--- config.mk ---
export PLATFORM = sky130hd
export DESIGN_NAME = pife_top
export DESIGN_NICKNAME = d
export VERILOG_FILES = /design/src/hw/pife_pkg.sv /design/src/hw/pife_flag_if.sv /design/src/hw/pife_flag_bank.sv /design/src/hw/pife_top.sv
export SDC_FILE = /design/constraint.sdc
export NUM_CORES = 1
export LEC_CHECK = 0
export BUFFER_PORTS_ARGS = -buffer_cell sky130_fd_sc_hd__clkbuf_2
export CORE_UTILIZATION = 40
export DETAILED_ROUTE_END_ITERATION = 8
export GPL_ROUTABILITY_DRIVEN = 0
export PLACE_DENSITY = 0.7
export SETUP_SLACK_MARGIN = 0.15
export SLEW_MARGIN = 20
export SYNTH_ARGS = -nofsm -noshare
export SYNTH_HDL_FRONTEND = slang
export SYNTH_SLANG_ARGS = --single-unit
--- constraint.sdc ---
create_clock -name ref_clk -period 2 [get_ports ref_clk]
set_input_delay 0.4 -clock ref_clk [delete_from_list [all_inputs] [get_ports ref_clk]]
set_output_delay 0.4 -clock ref_clk [all_outputs]
set_load 0.01 [all_outputs]
--- src/hw/pife_pkg.sv ---
// Package with register map, field positions, reset values and modes of the peripheral flag and enable block.
package pife_pkg;

    // Register byte offsets on the APB bus.
    localparam logic [7:0] OFF_FLAGS_1 = 8'h00;
    localparam logic [7:0] OFF_FLAGS_2 = 8'h04;
    localparam logic [7:0] OFF_ENABLES_1 = 8'h08;
    localparam logic [7:0] OFF_ENABLES_2 = 8'h0c;
    localparam logic [7:0] OFF_CONTROL = 8'h10;
    localparam logic [7:0] OFF_PENDING = 8'h14;

    // Reset values of the flag, enable and control registers.
    localparam logic [7:0] RST_FLAGS_1 = 8'h00;
    localparam logic [4:0] RST_FLAGS_2 = 5'h00;
    localparam logic [7:0] RST_ENABLES_1 = 8'h00;
    localparam logic [4:0] RST_ENABLES_2 = 5'h00;
    localparam logic [2:0] RST_CONTROL = 3'h0;

    // First flag and enable register bit positions.
    localparam int B1_PARALLEL = 7;
    localparam int B1_CONVERTER = 6;
    localparam int B1_RECEIVE = 5;
    localparam int B1_TRANSMIT = 4;
    localparam int B1_SYNC_SERIAL = 3;
    localparam int B1_CAPCOMP_ONE = 2;
    localparam int B1_TIMER_TWO = 1;
    localparam int B1_TIMER_ONE = 0;

    // Second flag and enable register bit positions.
    localparam int B2_MEM_WRITE = 4;
    localparam int B2_BUS_COLL = 3;
    localparam int B2_LOW_VOLT = 2;
    localparam int B2_TIMER_THREE = 1;
    localparam int B2_CAPCOMP_TWO = 0;
    localparam int W2 = 5;

    // Control register bit positions.
    localparam int C_GLOBAL = 0;
    localparam int C_GROUP = 1;
    localparam int C_PRIORITY = 2;

    // Capture/compare unit operating modes.
    typedef enum logic [1:0] {
        PIFE_CC_CAPTURE = 2'h0,
        PIFE_CC_COMPARE = 2'h1,
        PIFE_CC_PWM = 2'h3
    } pife_cc_mode_t;

endpackage : pife_pkg

--- src/hw/pife_flag_if.sv ---
// Interface between the register logic and one bank of sticky event flags.
`timescale 1ns/1ps
interface pife_flag_if #(
    parameter int N = 5
);
    logic [N-1:0] event_set; // One-cycle event pulses, one per flag.
    logic wr_en; // Software write strobe for the bank.
    logic [N-1:0] wr_data; // Value written by software.
    logic [N-1:0] flags; // Current flag state.

    modport bank (input event_set, input wr_en, input wr_data, output flags);
    modport ctrl (output event_set, output wr_en, output wr_data, input flags);
endinterface : pife_flag_if

--- src/hw/pife_flag_bank.sv ---
// Bank of sticky event flags that hardware sets and software writes.
`timescale 1ns/1ps
module pife_flag_bank #(
    parameter int N = 5,
    parameter logic [N-1:0] RST = '0
) (
    // Clock and reset.
    input wire logic ref_clk,
    input wire logic nrst,
    // Flag bank connection.
    pife_flag_if.bank fi
);

    logic [N-1:0] flags_q; // Sticky flag state.
    logic [N-1:0] flags_d; // Next flag state.

    // An event in the same cycle as a software write of zero wins, so no event is lost.
    always_comb begin
        flags_d = fi.wr_en ? fi.wr_data : flags_q;
        flags_d = flags_d | fi.event_set;
    end

    // Flags hold until software writes them to zero.
    always_ff @(posedge ref_clk or negedge nrst) begin
        if (!nrst) begin
            flags_q <= RST;
        end else begin
            flags_q <= flags_d;
        end
    end

    assign fi.flags = flags_q;
endmodule : pife_flag_bank

--- src/hw/pife_top.sv ---
// Peripheral interrupt flag and enable registers with APB access and gating toward the core.
//
// Contract
// - Flags set on events regardless of enables.
// - First flag register: eight bits, zero reset.
// - Receive flag bit 5 read-only, follows buffer.
// - Transmit flag bit 4 read-only, follows buffer.
// - Parallel port flag sets on access completion.
// - Converter flag sets when conversion finishes.
// - Sync serial flag sets on transfer completion.
// - Timer two match and timer one overflow.
// - Timer one flag held until software clear.
// - Second register bit 4: memory write done.
// - Second register bit 3: bus collision.
// - Second register bit 2: low voltage.
// - Second register bit 1: timer three overflow.
// - Second register bit 0: capcomp two.
// - First enable register, eight bits, zero reset.
// - Second registers: bits 7-5 read zero.
// - No priority: group enable gates peripherals.
// - Priority bits ignored unless priority enabled.
// - With priority, group enable gates low level.
`timescale 1ns/1ps
module pife_top #(
    parameter int ADDR_W = 8
) (
    // Clock and reset.
    input wire logic ref_clk,
    input wire logic nrst,
    // APB slave.
    input wire logic psel,
    input wire logic penable,
    input wire logic pwrite,
    input wire logic [ADDR_W-1:0] paddr,
    input wire logic [31:0] pwdata,
    input wire logic [3:0] pstrb,
    output logic pready,
    output logic [31:0] prdata,
    output logic pslverr,
    // Peripheral events, one-cycle pulses unless noted.
    input wire logic parallel_access_done,
    input wire logic converter_done,
    input wire logic receive_buffer_full,
    input wire logic transmit_buffer_empty,
    input wire logic sync_serial_done,
    input wire logic capcomp_one_capture,
    input wire logic capcomp_one_match,
    input wire logic [1:0] capcomp_one_mode,
    input wire logic timer_two_period_match,
    input wire logic timer_one_overflow,
    input wire logic memory_write_done,
    input wire logic bus_collision,
    input wire logic low_voltage_trip,
    input wire logic timer_three_overflow,
    input wire logic capcomp_two_capture,
    input wire logic capcomp_two_match,
    input wire logic [1:0] capcomp_two_mode,
    // Per-source priority bits from the priority registers, high level when one.
    input wire logic [7:0] priority_bits_1,
    input wire logic [4:0] priority_bits_2,
    // Requests toward the core.
    output logic [12:0] pending,
    output logic irq_high,
    output logic irq_low
);

    // Only the low address bits are decoded; the map needs five of them.
    if (ADDR_W < 5) begin : g_bad_addr
        $error("ADDR_W must be at least 5");
    end

    // Bus phase decode.
    logic setup_phase; // First cycle of a transfer.
    logic wr_access; // Write commits at this edge.
    logic [7:0] addr8; // Address widened or cut to the map width.
    logic [7:0] wbyte; // Lowest write byte lane, the only live one.
    logic wbyte_en; // Byte lane 0 strobe.

    // Register state.
    logic [7:0] enables_1_q; // First enable register.
    logic [4:0] enables_2_q; // Second enable register.
    logic [2:0] control_q; // Global, group and priority enables.
    logic receive_q; // Registered receive-full level.
    logic transmit_q; // Registered transmit-empty level.
    logic pready_q; // Access-phase ready.
    logic [31:0] prdata_q; // Read data held for the access phase.
    logic pslverr_q; // Unmapped address answer.
    logic [12:0] pending_q; // Per-source pending requests.
    logic irq_high_q; // High-level request to the core.
    logic irq_low_q; // Low-level request to the core.

    // Assembled register views.
    logic [7:0] flags_1; // First flag register as read.
    logic [4:0] flags_2; // Second flag register as read.
    logic [12:0] pend_d; // Flag AND enable per source.
    logic [12:0] prio; // Priority bits of all sources.
    logic cc1_event; // Capcomp one event for its mode.
    logic cc2_event; // Capcomp two event for its mode.
    logic hit; // Address maps to a register.
    logic [31:0] rdata_d; // Read mux output.

    // Flag banks: six sticky bits of the first register and all five of the second.
    pife_flag_if #(.N(6)) fb1 ();
    pife_flag_if #(.N(5)) fb2 ();

    // The read-only receive and transmit bits live outside bank 1, so its reset value skips them.
    pife_flag_bank #(
        .N(6),
        .RST({pife_pkg::RST_FLAGS_1[pife_pkg::B1_PARALLEL:pife_pkg::B1_CONVERTER],
            pife_pkg::RST_FLAGS_1[pife_pkg::B1_SYNC_SERIAL:pife_pkg::B1_TIMER_ONE]})
    ) u_bank_1 (
        .ref_clk(ref_clk),
        .nrst(nrst),
        .fi(fb1.bank)
    );

    pife_flag_bank #(.N(5), .RST(pife_pkg::RST_FLAGS_2)) u_bank_2 (
        .ref_clk(ref_clk),
        .nrst(nrst),
        .fi(fb2.bank)
    );

    assign addr8 = 8'(paddr);
    assign setup_phase = psel && !penable;
    assign wr_access = psel && penable && pwrite && pready_q;
    assign wbyte = pwdata[7:0];
    assign wbyte_en = pstrb[0];

    // Capture/compare events count only in the mode that uses them; PWM never flags.
    assign cc1_event = (capcomp_one_mode == pife_pkg::PIFE_CC_CAPTURE && capcomp_one_capture)
        || (capcomp_one_mode == pife_pkg::PIFE_CC_COMPARE && capcomp_one_match);
    assign cc2_event = (capcomp_two_mode == pife_pkg::PIFE_CC_CAPTURE && capcomp_two_capture)
        || (capcomp_two_mode == pife_pkg::PIFE_CC_COMPARE && capcomp_two_match);

    // Bank 1 order: parallel, converter, sync serial, capcomp one, timer two, timer one.
    assign fb1.event_set = {parallel_access_done, converter_done, sync_serial_done,
        cc1_event, timer_two_period_match, timer_one_overflow};
    assign fb1.wr_en = wr_access && wbyte_en && addr8 == pife_pkg::OFF_FLAGS_1;
    // The receive and transmit bits are read-only, so their write data is skipped.
    assign fb1.wr_data = {wbyte[pife_pkg::B1_PARALLEL], wbyte[pife_pkg::B1_CONVERTER],
        wbyte[pife_pkg::B1_SYNC_SERIAL:pife_pkg::B1_TIMER_ONE]};

    // Bank 2 follows the register's own bit order.
    assign fb2.event_set = {memory_write_done, bus_collision, low_voltage_trip,
        timer_three_overflow, cc2_event};
    assign fb2.wr_en = wr_access && wbyte_en && addr8 == pife_pkg::OFF_FLAGS_2;
    assign fb2.wr_data = wbyte[pife_pkg::W2-1:0];

    // Read views; upper bits of the second register read as zero.
    assign flags_1 = {fb1.flags[5], fb1.flags[4], receive_q, transmit_q, fb1.flags[3:0]};
    assign flags_2 = fb2.flags;

    // Receive and transmit flags mirror the serial buffer state; the buffer access clears them.
    always_ff @(posedge ref_clk or negedge nrst) begin
        if (!nrst) begin
            receive_q <= pife_pkg::RST_FLAGS_1[pife_pkg::B1_RECEIVE];
            transmit_q <= pife_pkg::RST_FLAGS_1[pife_pkg::B1_TRANSMIT];
        end else begin
            receive_q <= receive_buffer_full;
            transmit_q <= transmit_buffer_empty;
        end
    end

    // Enable registers and control bits take byte lane 0 at the committing edge.
    always_ff @(posedge ref_clk or negedge nrst) begin
        if (!nrst) begin
            enables_1_q <= pife_pkg::RST_ENABLES_1;
            enables_2_q <= pife_pkg::RST_ENABLES_2;
            control_q <= pife_pkg::RST_CONTROL;
        end else if (wr_access && wbyte_en) begin
            // All eight enables take the byte as written.
            if (addr8 == pife_pkg::OFF_ENABLES_1) begin
                enables_1_q <= wbyte;
            end
            // Upper bits of the byte are dropped, so they can never read back as one.
            if (addr8 == pife_pkg::OFF_ENABLES_2) begin
                enables_2_q <= wbyte[pife_pkg::W2-1:0];
            end
            // Software owns the global, group and priority-level enables.
            if (addr8 == pife_pkg::OFF_CONTROL) begin
                control_q <= wbyte[2:0];
            end
        end
    end

    // Address decode and read mux; unmapped reads return zero with an error.
    always_comb begin
        hit = 1'b1;
        rdata_d = 32'h0000_0000;
        unique case (addr8)
            // Sticky bits merged with the two buffer-level bits.
            pife_pkg::OFF_FLAGS_1: begin
                rdata_d[7:0] = flags_1;
            end
            // Five live bits; the rest of the word reads zero.
            pife_pkg::OFF_FLAGS_2: begin
                rdata_d[4:0] = flags_2;
            end
            // All eight enables are plain read/write bits.
            pife_pkg::OFF_ENABLES_1: begin
                rdata_d[7:0] = enables_1_q;
            end
            // Only the five implemented enables are stored.
            pife_pkg::OFF_ENABLES_2: begin
                rdata_d[4:0] = enables_2_q;
            end
            // Global, group and priority-level enables.
            pife_pkg::OFF_CONTROL: begin
                rdata_d[2:0] = control_q;
            end
            // Read-only view of the registered pending word.
            pife_pkg::OFF_PENDING: begin
                rdata_d[12:0] = pending_q;
            end
            default: begin
                hit = 1'b0;
            end
        endcase
    end

    // One wait-free access phase: ready rises the cycle after setup, for exactly one cycle.
    // Read data is captured at setup so the output comes straight from a flip-flop.
    always_ff @(posedge ref_clk or negedge nrst) begin
        if (!nrst) begin
            pready_q <= 1'b0;
            prdata_q <= 32'h0000_0000;
            pslverr_q <= 1'b0;
        end else begin
            // Ready follows every setup cycle by exactly one edge, so no wait state is ever inserted.
            pready_q <= setup_phase;
            // A write reads back zero; the register view is only returned for reads.
            if (setup_phase) begin
                prdata_q <= pwrite ? 32'h0000_0000 : rdata_d;
                pslverr_q <= !hit;
            end else if (pready_q) begin
                // The error answer stands only as long as ready does.
                pslverr_q <= 1'b0;
            end
        end
    end

    // Per-source pending, flags ANDed with enables in the same source order.
    assign pend_d = {flags_1 & enables_1_q, flags_2 & enables_2_q};
    assign prio = {priority_bits_1, priority_bits_2};

    // Gating toward the core. Without priority levels every source is one level and the
    // group enable gates it; with levels, the group enable becomes the low-level enable.
    always_ff @(posedge ref_clk or negedge nrst) begin
        if (!nrst) begin
            pending_q <= 13'h0000;
            irq_high_q <= 1'b0;
            irq_low_q <= 1'b0;
        end else begin
            pending_q <= pend_d;
            // Priority bits are not looked at in this branch, so they cannot steer a request.
            if (!control_q[pife_pkg::C_PRIORITY]) begin
                irq_high_q <= control_q[pife_pkg::C_GLOBAL] && control_q[pife_pkg::C_GROUP]
                    && (|pend_d);
                irq_low_q <= 1'b0;
            end else begin
                // High-priority sources bypass the group enable; only the global enable gates them.
                irq_high_q <= control_q[pife_pkg::C_GLOBAL] && (|(pend_d & prio));
                irq_low_q <= control_q[pife_pkg::C_GLOBAL] && control_q[pife_pkg::C_GROUP]
                    && (|(pend_d & ~prio));
            end
        end
    end

    assign pready = pready_q;
    assign prdata = prdata_q;
    assign pslverr = pslverr_q;
    assign pending = pending_q;
    assign irq_high = irq_high_q;
    assign irq_low = irq_low_q;
endmodule : pife_top

==> flow_summary.yaml <==
grt:
  grt_overflow: 0
  grt_pass1_wl_um: 12390
  first_global_vias: 2498
  grt_start_max_net_pins: 60
  track_usage: 0.2235
  antenna_found_initial: 0
floorplan:
  num_rows: 30
  start_util: 0.4225
  fp.dieH_um: 87.41
  dieArea_um2: 7640
  die_w_um: 87.41
  ioPinCount: 130
  core-area_um2: 6907
critical_path:
  rr_worst_depth: 4
  r2r_start: "pready"
  worstSetupEndpointType: "register"
  path_max_fanout: 4
  reg2reg_slack_ns: 0.40
  r2r-end: "control_q[0]"
  crit_arrival_ns: 2.00
  required_ns: 2.23
  crit_type: "in2reg"
  critPathLaunchType: "input pin"
synth:
  yosysUniqueCellTypes: 51
  synth_top_area_share: 0.5060
  syn_area_um2: 2918
  ys_ff_latch: 59
  synth_area_leaders: "dfrtp_1 51%, mux2_2 6.6%, buf_4 4.9%"
  synth_top_area_cell: "dfrtp_1"
  synth-main-ff-cell: "dfrtp_1"
  synth_cells: 272
  synth_warnings: 0
  seq_area_frac_synth: 0.5060
  synth_edf_count: 0
  avgSynthCellArea_um2: 10.73
  async_flop_share: 1.000
timing:
  timing.final.crit_share: 0.8847
  fmax_ghz: 0.5652
  fin_skew_ns: 0.01124
  grt_setup_unrepaired: "false"
  slew_viol_final: 0
  hold_viol_final: 0
  setup_viol: 0
  min_period_ns: 1.769
  layout_setup_ws_ns: 0.2307
clock_tree:
  cts-htree-levels: 3
  cts_root_buffer: "clkbuf_8"
  clk_pin_slew_ns: 0.07
  worstSkewPairLatency_ns: 0.35
  cts.sinks: 59
  cts.path.max_buffers: 2
  cts_inserted_buffers: 9
  cts_tree: "built"
route:
  vias: 2515
  drt.antenna.violating_nets: 0
  drc_errors: 0
  dr.pass1.iters: 4
  routed_via_density: 5.295
  wl_per_cell_um: 16.45
  drtIter0Drc: 181
  routed_wl_um: 7812
layout:
  mostFrequentLayoutCells: "83 x clkbuf_2, 59 x dfrtp_1, 23 x inv_1, 21 x nand2_1, 19 x conb_1"
  final_common_cell: "clkbuf_2"
  seq_area_um2: 1476
  final_nets: 455
  drive_gt1_frac: 0.3773
  final_area_um2: 3725
  fillerInstances: 664
  instances_no_fill: 475
  multi_input_area_um2: 1244
  n_antenna_cell: 0
  final_util: 0.5393
  area_growth_pct: 27.66
placement:
  dp_cells: 459
  placed_cell_area_um2: 3513
  dp_hpwl_um: 5901
  post-place-ws_ns: -0.1773
  io_buffers: 83
min_path:
  hp-class: "in2async"
status:
  outcome: "completed"
power:
  p_leak_nw: 1.975
  max-vdd-ir-drop_mv: 0.2780
  powerDensity_nw_per_um2: 690.3
run:
  maxCapViolations: 0
## worst max-delay path, stage by stage
cell      delay [ns]
clkbuf_2        0.08
or3_1           0.44
or4_4           0.48
nor3_4          0.23
mux2_2          0.36
## power by group
group / internal [mW] / total [mW] / switching [mW]
registers: 1.20 / 1.21 / 0.00561
clock network: 0.692 / 1.16 / 0.468
logic: 0.0837 / 0.204 / 0.121
## how the worst max path moves through the flow
stage	start	to	slack [ns]	depth (start not counted)
floorplan	paddr[5]	control_q[0]	-0.07	6
global placement	paddr[5]	control_q[1]	-0.15	5
detailed placement	paddr[5]	control_q[1]	-0.18	5
CTS	paddr[5]	control_q[0]	0.17	5
global route	paddr[5]	control_q[1]	0.18	5
finish	paddr[5]	control_q[0]	0.23	5
## area by class of cell
| type | count | share of cell area |
|---|---|---|
| clock inverter | 6 | 0.02150 |
| sequential | 59 | 0.3964 |
| timing repair buffer | 103 | 0.1585 |
| clock buffer | 10 | 0.03426 |
| tap | 96 | 0.03225 |
| multi-input combinational | 178 | 0.3339 |
| inverter | 23 | 0.02318 |
## cells in the mapped netlist (all sizes together), types with 2 or more instances
library cell	number
o21ai	4
mux2	17
nand3	11
inv	23
clkbuf	9
nand4	6
a211o	9
o221ai	2
a221o	2
nor3	4
buf	21
a22oi	7
a22o	6
or3	2
a32o	2
nand2	21
a2bb2oi	3
o22ai	8
and3	2
dfrtp	59
nor4	7
mux2i	11
nor2	13
o32ai	2
## layer usage
layer | share of wire | track usage | vias up | routed length [um]
li1 | - | - | 1170 | -
met1 | 0.44 | 0.2933 | 1200 | 3464
met2 | 0.46 | 0.3423 | 129 | 3584
met3 | 0.076 | 0.06256 | 16 | 595
met4 | 0.022 | 0.1028 | 0 | 168
met5 | 0 | 0 | - | 0
## cells by family after synthesis
logic type,count (synthesis),share of synthesized area
other cells,1,0.001285
mux,29,0.1111
flops,59,0.5060
buf+inv,53,0.09391
compound gates,55,0.1505
simple gates,75,0.1372
## state kept, by name, indices dropped and copies added (netlist names)
register / cells
receive_q: 1
pready: 1
transmit_q: 1
irq_low: 1
u_bank_2.fi.flags: 5
prdata: 13
u_bank_1.fi.flags: 6
enables_2_q: 5
pending: 13
pslverr: 1
control_q: 3
irq_high: 1
enables_1_q: 8
## stage by stage
stage	hold WS (ns)	power (mW)	setup TNS, ns
2_1_floorplan	0.1044	1.334	-0.2027
3_3_place_gp	0.4275	1.428	-1.471
3_5_place_dp	0.4353	1.431	-1.617
4_1_cts	0.05405	2.593	0
5_1_grt	0.05415	2.677	0
6_report	0.03140	2.571	0
## what timing repair did
action                     4_1_cts  5_1_grt
buffers inserted                 0        0
hold endpoints to repair         0        0
hold buffers                     0        0
setup endpoints to repair        0        3
resized for setup                0        1
Note: power is estimated with default switching activity, not from simulation.
